File: src/hdl/dfr_pkg.sv
`default_nettype none
package dfr_pkg;

  // -------------------------------------------------------------------------
  // status word bit positions
  // -------------------------------------------------------------------------
  localparam int unsigned FAULT_BIT = 3;
  localparam int unsigned ALARM_BIT = 7;

  // -------------------------------------------------------------------------
  // control modes
  // -------------------------------------------------------------------------
  localparam logic [7:0] MODE_SPEED_A  = 8'h14;
  localparam logic [7:0] MODE_SPEED_B  = 8'h15;
  localparam logic [7:0] MODE_TORQUE_A = 8'h16;
  localparam logic [7:0] MODE_TORQUE_B = 8'h17;

  // -------------------------------------------------------------------------
  // reaction codes, ordered by rising severity
  // -------------------------------------------------------------------------
  localparam logic [1:0] REACT_NONE    = 2'h0;
  localparam logic [1:0] REACT_DELAYED = 2'h1;
  localparam logic [1:0] REACT_RAMP    = 2'h2;
  localparam logic [1:0] REACT_COAST   = 2'h3;

  // -------------------------------------------------------------------------
  // reset values and timing
  // -------------------------------------------------------------------------
  localparam logic [15:0] STATUS_RST = 16'h0000;
  localparam int unsigned CLK_MHZ    = 125;
  localparam int unsigned TICK_US    = 1000;
  localparam int unsigned TICK_CYC   = CLK_MHZ * TICK_US;

  typedef enum logic [2:0] {
    ST_RUN, ST_DELAY, ST_RAMP, ST_BRAKE, ST_OFF
  } stop_type;

endpackage : dfr_pkg
`default_nettype wire

File: src/hdl/dfr_reaction_manager.sv
// What this block does
// - fault starts reaction, sets bit 3, logs
// - fault latched until cause gone and acked
// - alarm sets bit 7 and logs entry
// - alarm clears itself when cause leaves
// - no-reaction fault never stops the drive
// - positioner active: abort task, hold tracking
// - speed mode ramp stop zeroes setpoint, ramps
// - zero speed closes brake, then pulses off
// - zero speed by threshold or monitor timer
// - torque mode ramp stop acts as coast
// - changeover torque: no braking, brake, pulses
// - delayed stop waits, publishes remaining time
// - coast stop removes pulse enable at once
// - coast stop closes brake at once
// - coast stop sets switch-on inhibit
// - acknowledge on rising edge of request
`timescale 1ns/1ps
`default_nettype none
module dfr_reaction_manager #(
  parameter int unsigned NF       = 8,
  parameter int unsigned NA       = 8,
  parameter int unsigned TICK_CYC = dfr_pkg::TICK_CYC
) (
  // clock and reset
  input  wire  logic            mclk,
  input  wire  logic            rstn,
  // detectors and configuration
  input  wire  logic [NF-1:0]   faultCause,
  input  wire  logic [2*NF-1:0] faultReaction,
  input  wire  logic [NA-1:0]   alarmCause,
  input  wire  logic            fault_ack_request,
  input  wire  logic [7:0]      control_mode_select,
  input  wire  logic            torque_control_changeover,
  input  wire  logic            holding_brake_config,
  input  wire  logic            positioner_active_flag,
  input  wire  logic [15:0]     brake_application_time,
  input  wire  logic [15:0]     standstill_monitor_time,
  input  wire  logic [15:0]     delayed_stop_time,
  input  wire  logic [15:0]     ramp_down_time,
  input  wire  logic [15:0]     standstill_speed_threshold,
  input  wire  logic [15:0]     speedActual,
  input  wire  logic [15:0]     speedSetpointIn,
  input  wire  logic            inhibitClear,
  input  wire  logic            switchOnRequest,
  // status and logging
  output logic [15:0]           drive_status_word_1,
  output logic                  faultLogValid,
  output logic [NF-1:0]         faultLogMask,
  output logic                  alarmLogValid,
  output logic [NA-1:0]         alarmLogMask,
  output logic [15:0]           delayed_stop_remaining,
  // actuation
  output logic [15:0]           speedSetpointOut,
  output logic [15:0]           rampTimeOut,
  output logic                  rampActive,
  output logic                  brakeClose,
  output logic                  pulseEnable,
  output logic                  switchOnInhibit,
  output logic                  switchOnGranted,
  output logic                  traverseAbort,
  output logic                  trackingMode
);

  // -------------------------------------------------------------------------
  // input synchronisers
  // -------------------------------------------------------------------------
  logic [NF-1:0] fS1_q, fS2_q;
  logic [NA-1:0] aS1_q, aS2_q;
  logic          kS1_q, kS2_q, kS3_q;
  always_ff @(posedge mclk or negedge rstn) begin
    if (!rstn) begin
      fS1_q <= '0; fS2_q <= '0; aS1_q <= '0; aS2_q <= '0;
      kS1_q <= 1'b0; kS2_q <= 1'b0; kS3_q <= 1'b0;
    end else begin
      fS1_q <= faultCause; fS2_q <= fS1_q;
      aS1_q <= alarmCause; aS2_q <= aS1_q;
      kS1_q <= fault_ack_request; kS2_q <= kS1_q; kS3_q <= kS2_q;
    end
  end
  logic ackEdge;
  assign ackEdge = kS2_q & ~kS3_q;

  // -------------------------------------------------------------------------
  // millisecond tick divider
  // -------------------------------------------------------------------------
  logic [31:0] div_q, div_d;
  logic        tick;
  assign tick = (div_q == 32'(TICK_CYC - 1));
  always_comb begin
    div_d = tick ? 32'h0000_0000 : div_q + 32'h0000_0001;
  end
  always_ff @(posedge mclk or negedge rstn) begin
    if (!rstn) div_q <= 32'h0000_0000;
    else       div_q <= div_d;
  end

  // -------------------------------------------------------------------------
  // fault latches and alarm tracking
  // -------------------------------------------------------------------------
  logic [NF-1:0] faultLat_q, faultLat_d, newFault;
  logic [NA-1:0] alarm_q, alarm_d, newAlarm;
  logic [1:0]    worst;
  logic          anyNone;
  always_comb begin
    newFault   = fS2_q & ~faultLat_q;
    faultLat_d = faultLat_q | fS2_q;
    // set wins: a live cause keeps its latch through an acknowledge
    if (ackEdge) faultLat_d = fS2_q;
    alarm_d  = aS2_q;
    newAlarm = aS2_q & ~alarm_q;
    worst    = dfr_pkg::REACT_NONE;
    anyNone  = 1'b0;
    for (int i = 0; i < NF; i++) begin
      if (faultLat_q[i] && faultReaction[2*i +: 2] > worst)
        worst = faultReaction[2*i +: 2];
      if (faultLat_q[i] && faultReaction[2*i +: 2] == dfr_pkg::REACT_NONE)
        anyNone = 1'b1;
    end
  end
  always_ff @(posedge mclk or negedge rstn) begin
    if (!rstn) begin
      faultLat_q <= '0;
      alarm_q    <= '0;
    end else begin
      faultLat_q <= faultLat_d;
      alarm_q    <= alarm_d;
    end
  end

  // -------------------------------------------------------------------------
  // stop sequencer
  // -------------------------------------------------------------------------
  dfr_pkg::stop_type st_q, st_d;
  logic [15:0] tmr_q, tmr_d, mon_q, mon_d;
  logic        inh_q, inh_d, brk_q, brk_d, pul_q, pul_d;
  logic        torqueMode, zeroSpeed, setLow, anyFault;
  assign torqueMode = (control_mode_select == dfr_pkg::MODE_TORQUE_A) ||
                      (control_mode_select == dfr_pkg::MODE_TORQUE_B);
  assign setLow     = speedSetpointIn <= standstill_speed_threshold;
  assign zeroSpeed  = (speedActual < standstill_speed_threshold) ||
                      (setLow && mon_q == 16'h0000);
  assign anyFault   = |faultLat_q;

  always_comb begin
    st_d  = st_q;
    tmr_d = tmr_q;
    inh_d = inh_q;
    brk_d = brk_q;
    pul_d = pul_q;
    mon_d = mon_q;
    // monitor timer runs only while the setpoint sits at or below threshold
    if (!setLow) mon_d = standstill_monitor_time;
    else if (tick && mon_q != 16'h0000) mon_d = mon_q - 16'h0001;
    if (inhibitClear && !anyFault) inh_d = 1'b0;
    unique case (st_q)
      dfr_pkg::ST_RUN: begin
        brk_d = 1'b0;
        pul_d = 1'b1;
        // no-reaction faults leave the sequencer here
        if (worst == dfr_pkg::REACT_COAST ||
            (worst == dfr_pkg::REACT_RAMP && torqueMode &&
             !torque_control_changeover)) begin
          st_d = dfr_pkg::ST_OFF;
          pul_d = 1'b0;
          brk_d = holding_brake_config;
          inh_d = 1'b1;
        end else if (worst == dfr_pkg::REACT_RAMP) begin
          st_d = dfr_pkg::ST_RAMP;
        end else if (worst == dfr_pkg::REACT_DELAYED) begin
          st_d  = dfr_pkg::ST_DELAY;
          tmr_d = delayed_stop_time;
        end
      end
      dfr_pkg::ST_DELAY: begin
        if (worst == dfr_pkg::REACT_COAST || worst == dfr_pkg::REACT_RAMP ||
            worst == dfr_pkg::REACT_NONE && !anyFault)
          st_d = dfr_pkg::ST_RUN;
        else if (tmr_q == 16'h0000 && torqueMode &&
                 !torque_control_changeover) begin
          // a late ramp stop in plain torque control is a coast stop
          st_d  = dfr_pkg::ST_OFF;
          pul_d = 1'b0;
          brk_d = holding_brake_config;
          inh_d = 1'b1;
        end else if (tmr_q == 16'h0000)
          st_d = dfr_pkg::ST_RAMP;
        else if (tick)
          tmr_d = tmr_q - 16'h0001;
      end
      dfr_pkg::ST_RAMP: begin
        if (worst == dfr_pkg::REACT_COAST) begin
          st_d = dfr_pkg::ST_RUN;
        end else if (zeroSpeed) begin
          st_d  = dfr_pkg::ST_BRAKE;
          brk_d = holding_brake_config;
          tmr_d = brake_application_time;
        end
      end
      dfr_pkg::ST_BRAKE: begin
        // a coast fault during brake timing still wins
        if (worst == dfr_pkg::REACT_COAST) begin
          st_d = dfr_pkg::ST_RUN;
        end else if (tmr_q == 16'h0000) begin
          st_d  = dfr_pkg::ST_OFF;
          pul_d = 1'b0;
        end else if (tick) begin
          tmr_d = tmr_q - 16'h0001;
        end
      end
      dfr_pkg::ST_OFF: begin
        pul_d = 1'b0;
        // a coast fault arriving after a ramp stop still locks switch-on
        if (worst == dfr_pkg::REACT_COAST) begin
          brk_d = holding_brake_config;
          inh_d = 1'b1;
        end
        if (!anyFault && !inh_q) st_d = dfr_pkg::ST_RUN;
      end
      default: st_d = dfr_pkg::ST_RUN;
    endcase
  end
  always_ff @(posedge mclk or negedge rstn) begin
    if (!rstn) begin
      st_q  <= dfr_pkg::ST_RUN;
      tmr_q <= 16'h0000;
      mon_q <= 16'h0000;
      inh_q <= 1'b0;
      brk_q <= 1'b0;
      pul_q <= 1'b0;
    end else begin
      st_q  <= st_d;
      tmr_q <= tmr_d;
      mon_q <= mon_d;
      inh_q <= inh_d;
      brk_q <= brk_d;
      pul_q <= pul_d;
    end
  end

  // -------------------------------------------------------------------------
  // registered outputs, plus the combinational switch-on grant
  // -------------------------------------------------------------------------
  logic ramping, trk_q, trk_d;
  assign ramping = (st_q == dfr_pkg::ST_RAMP) && !torqueMode;
  always_comb begin
    trk_d = trk_q;
    if (positioner_active_flag && anyNone) trk_d = 1'b1;
    else if (!anyFault) trk_d = 1'b0;
  end
  always_ff @(posedge mclk or negedge rstn) begin
    if (!rstn) begin
      trk_q                  <= 1'b0;
      drive_status_word_1    <= dfr_pkg::STATUS_RST;
      faultLogValid          <= 1'b0;
      faultLogMask           <= '0;
      alarmLogValid          <= 1'b0;
      alarmLogMask           <= '0;
      delayed_stop_remaining <= 16'h0000;
      speedSetpointOut       <= 16'h0000;
      rampTimeOut            <= 16'h0000;
      rampActive             <= 1'b0;
      traverseAbort          <= 1'b0;
    end else begin
      trk_q <= trk_d;
      drive_status_word_1 <= STATUS_BITS();
      faultLogValid <= |newFault;
      faultLogMask  <= newFault;
      alarmLogValid <= |newAlarm;
      alarmLogMask  <= newAlarm;
      delayed_stop_remaining <= (st_q == dfr_pkg::ST_DELAY) ? tmr_q
                                                            : 16'h0000;
      speedSetpointOut <= ramping ? 16'h0000 : speedSetpointIn;
      rampTimeOut      <= ramp_down_time;
      rampActive       <= ramping;
      traverseAbort    <= trk_d & ~trk_q;
    end
  end

  function automatic logic [15:0] STATUS_BITS();
    logic [15:0] w;
    w = dfr_pkg::STATUS_RST;
    w[dfr_pkg::FAULT_BIT] = |faultLat_d;
    w[dfr_pkg::ALARM_BIT] = |alarm_d;
    return w;
  endfunction : STATUS_BITS

  assign brakeClose      = brk_q;
  assign pulseEnable     = pul_q;
  assign switchOnInhibit = inh_q;
  assign switchOnGranted = switchOnRequest & ~inh_q;
  assign trackingMode    = trk_q;

endmodule : dfr_reaction_manager
`default_nettype wire
File: config.mk
export PLATFORM = sky130hd
export DESIGN_NAME = dfr_reaction_manager
export DESIGN_NICKNAME = d
export VERILOG_FILES = /design/src/hdl/dfr_pkg.sv /design/src/hdl/dfr_reaction_manager.sv
export SDC_FILE = /design/constraint.sdc
export NUM_CORES = 1
export LEC_CHECK = 0
export BUFFER_PORTS_ARGS = -buffer_cell sky130_fd_sc_hd__buf_2
export CAP_MARGIN = 20
export CELL_PAD_IN_SITES_DETAIL_PLACEMENT = 1
export CELL_PAD_IN_SITES_GLOBAL_PLACEMENT = 2
export CORE_UTILIZATION = 33
export CTS_BUF_LIST = sky130_fd_sc_hd__clkbuf_8
export DETAILED_ROUTE_END_ITERATION = 6
export PLACE_DENSITY = 0.88
export SYNTH_ARGS = -nofsm -noshare
export SYNTH_HDL_FRONTEND = slang
export SYNTH_SLANG_ARGS = --single-unit
File: constraint.sdc
create_clock -name mclk -period 10.2 [get_ports mclk]
set_input_delay 2.04 -clock mclk [delete_from_list [all_inputs] [get_ports mclk]]
set_output_delay 2.04 -clock mclk [all_outputs]
set_load 0.05 [all_outputs]
==> impl_metrics.yaml <==
power:
  p_seq_frac: 0.398
  clkPwrFrac: 0.222
  p_leak_nw: 5.45
  powerDensity_nw_per_um2: 211
  switching_share: 0.423
  vdd_ir_drop_max_v: 0.000115
  share_comb_of_total_power: 0.380
  p_int_mw: 1.38
  switchingPower_mw: 1.01
global_route:
  grt_max_degree: 120
  grt_usage: 0.184
  overflow: 0
  grt_pass1_vias: 7921
  antenna_found_initial: 2
  grt_pass1_wl_mm: 41.2
clock_network:
  tritoncts: "yes"
  clockBufferDepth: 2
  clk_latency_ps: 470
  cts_root_buf: "clkbuf_8"
  cts_hold_buffers: 0
  htree_levels: 4
  cts_sinks: 192
  numCtsBuffers: 17
  cts.clk_slew.worst_paths_ps: 130
sta:
  fmax_mhz: 102
  clock_skew_ps: 23.5
  slew_violations: 0
  worst_pin_slew_ps: 1060
  setup_viol: 0
  hold_viol_final: 0
  post-route-period-util: 0.961
  min_period_ps: 9810
  slew-limit-headroom: 0.290
critical_path:
  crit_path_end_kind: "flip-flop"
  worstSetupPathType: "input pin to flip-flop"
  slowest_delay_ps: 480
  critical_path_required_ps: 10550
  cp.arrival_ps: 10160
  crit_start: "faultReaction[0]"
  cp_max_fo: 8
  startpoint_type: "input pin"
  slowest_stage: "a211o_2"
  critPathMostFrequentCell: "ha_1"
  r2r-start: "faultLat_q[0]"
cells_and_area:
  final_util: 0.418
  finalNonFillerCells: 1501
  fillers: 3149
  layout_common_cells: "buf_2, dfrtp_1, nand2_1, nor2_1, ha_1"
  final_common_cell: "buf_2"
  drive_above_1_share: 0.283
  syn_to_final_growth_pct: 24.0
  fin_nets: 1348
synth:
  synth-seq-cells: 192
  synthCells: 886
  synth-seq-area-share: 0.527
  ys_top_cells_by_area: "dfrtp_1, ha_1, nand2_1"
  yosysWarnings: 0
  synthArstFlopShare: 1.00
  synthFlopType: "dfrtp_1"
  avgSynthCellArea_sq_um: 10.3
  syn_area_sq_um: 9120
  synthDistinctLibCells: 71
  synth_largest_area_cell: "dfrtp_1"
  synth_edf_count: 0
  synth.top_cell.area_share: 0.527
status:
  status: "complete, no violations"
place:
  port_buffers: 233
  place_congestion: 0.827
  dpl.cell_count: 1459
  dp_hpwl_mm: 19.3
detailed_routing:
  vias: 7497
  drt-total-wl_mm: 25.8
  avgRoutedWirePerCell_microns: 17.2
  drc: 0
  ant_nets: 0
  drt_iter0_drc: 400
  routed_via_density: 4.99
  dr.pass1.iters: 4
min_path:
  hold_path_class: "flip-flop to flip-flop"
  hold_start: "fS1_q[6]"
flow_run:
  drv_cap: 0
die:
  die_width_microns: 168
  start_util: 0.337
  coreArea_sq_um: 27000
  io_pins: 249
  die_area_sq_um: 28300
  rows: 60
  die_h_microns: 168
area by class of cell:
cell class                      count  area, sq um  share of cell area
Tap cell                          341          427              0.0377
Clock buffer                       17          234              0.0207
Sequential cell                   192         4800               0.425
Clock inverter                     15          196              0.0174
Antenna cell                        3         7.51            0.000664
Inverter                           44          165              0.0146
Multi-Input combinational cell    625         4060               0.359
Timing Repair Buffer              264         1410               0.125
what timing repair did:
| action | CTS | global route |
|---|---|---|
| resized for setup | 0 | 15 |
| setup endpoints to repair | 0 | 22 |
| buffers inserted | 0 | 5 |
cell families after synthesis:
| group | count (synthesis) | share of synthesized area |
|---|---|---|
| and+or+nand+nor | 328 | 0.185 |
| xor gates and xnor gates | 44 | 0.0423 |
| adders and majority gates | 44 | 0.0604 |
| muxes | 8 | 0.00947 |
| DFF | 192 | 0.527 |
| buffers and inverters | 84 | 0.0430 |
| AOI/OAI and AO/OA | 185 | 0.133 |
| other | 1 | 0.000411 |
final timing paths:
| kind | cells after the start | to | slack, ps |
|---|---|---|---|
| min in group asynchronous | 1 | delayed_stop_remaining[10] | 1660 |
| max | 44 | tmr_q[15] | 390 |
| max reg2reg | 42 | tmr_q[15] | 1550 |
| min reg2reg | 0 | fS2_q[6] | 340 |
| min | 0 | fS2_q[6] | 340 |
| max in group asynchronous | 2 | div_q[14] | 6960 |
flip-flops by register name, indices dropped and copies added (netlist names), 2 cells and up:
name                    count
rampTimeOut                16
delayed_stop_remaining     16
speedSetpointOut           16
drive_status_word_1         2
aS2_q                       8
alarmLogMask                8
st_q                        3
mon_q                      16
div_q                      32
fS1_q                       8
aS1_q                       8
tmr_q                      16
fS2_q                       8
faultLogMask                8
alarm_q                     8
faultLat_q                  8
per-layer routing:
layer | vias to the layer above | GRT usage | routed length (microns)
met1 | 3684 | 0.237 | 11500
li1 | 3617 | - | -
met4 | 0 | 0.0561 | 384
met3 | 26 | 0.0287 | 1000
met2 | 170 | 0.318 | 12900
met5 | - | 0 | 0
power groups by stage:
stage	clock network [mW]	registers, mW	logic, mW
floorplan	0	1.07	0.485
global placement	0	0.961	0.841
detailed placement	0	0.964	0.863
CTS	0.547	0.950	0.867
global route	0.581	0.968	0.996
finish	0.530	0.950	0.908
synth_stat cells (3+ instances only):
master,count
inv_1,43
nor3_1,28
mux2_2,5
o21ai_0,35
a32oi_1,4
o21bai_1,3
nand4_1,13
o21a_1,4
clkbuf_1,21
ha_1,44
a2111oi_0,3
nor4b_1,4
and3_1,10
a21o_1,12
nand2_1,82
and2_1,32
a31oi_1,7
a32o_1,3
nand3_1,22
o211a_1,3
o31ai_1,3
o211ai_1,7
nor2_1,64
a21oi_1,29
dfrtp_1,192
nor4_1,23
o22ai_1,6
a22oi_1,13
mux2i_1,3
a311oi_1,3
xor2_1,19
nand2b_1,7
nor2b_1,26
xnor2_1,25
buf_4,14
o21ai_1,29
buf_6,3
metrics by stage:
step | setup WS, ps | hold WS [ps] | area (sq um) | setup TNS [ps] | total power, mW
6_report | 393 | 339 | 11300 | 0 | 2.39
5_1_grt | -170 | 346 | 11300 | -2420 | 2.54
4_1_cts | 80.2 | 347 | 11200 | 0 | 2.36
3_5_place_dp | -367 | 336 | 10700 | -6320 | 1.83
3_3_place_gp | -63.9 | 332 | 10700 | -417 | 1.80
2_1_floorplan | 452 | 331 | 9170 | 0 | 1.56
worst max-delay path, delay by kind of cell:
family,cells,cell delay (ps)
AOI/OAI and AO/OA,21,4020
adders and majority gates,7,2010
and+or+nand+nor,11,1270
muxes,2,580
buffers and inverters,3,230
Power figures use the tool's default switching activity.
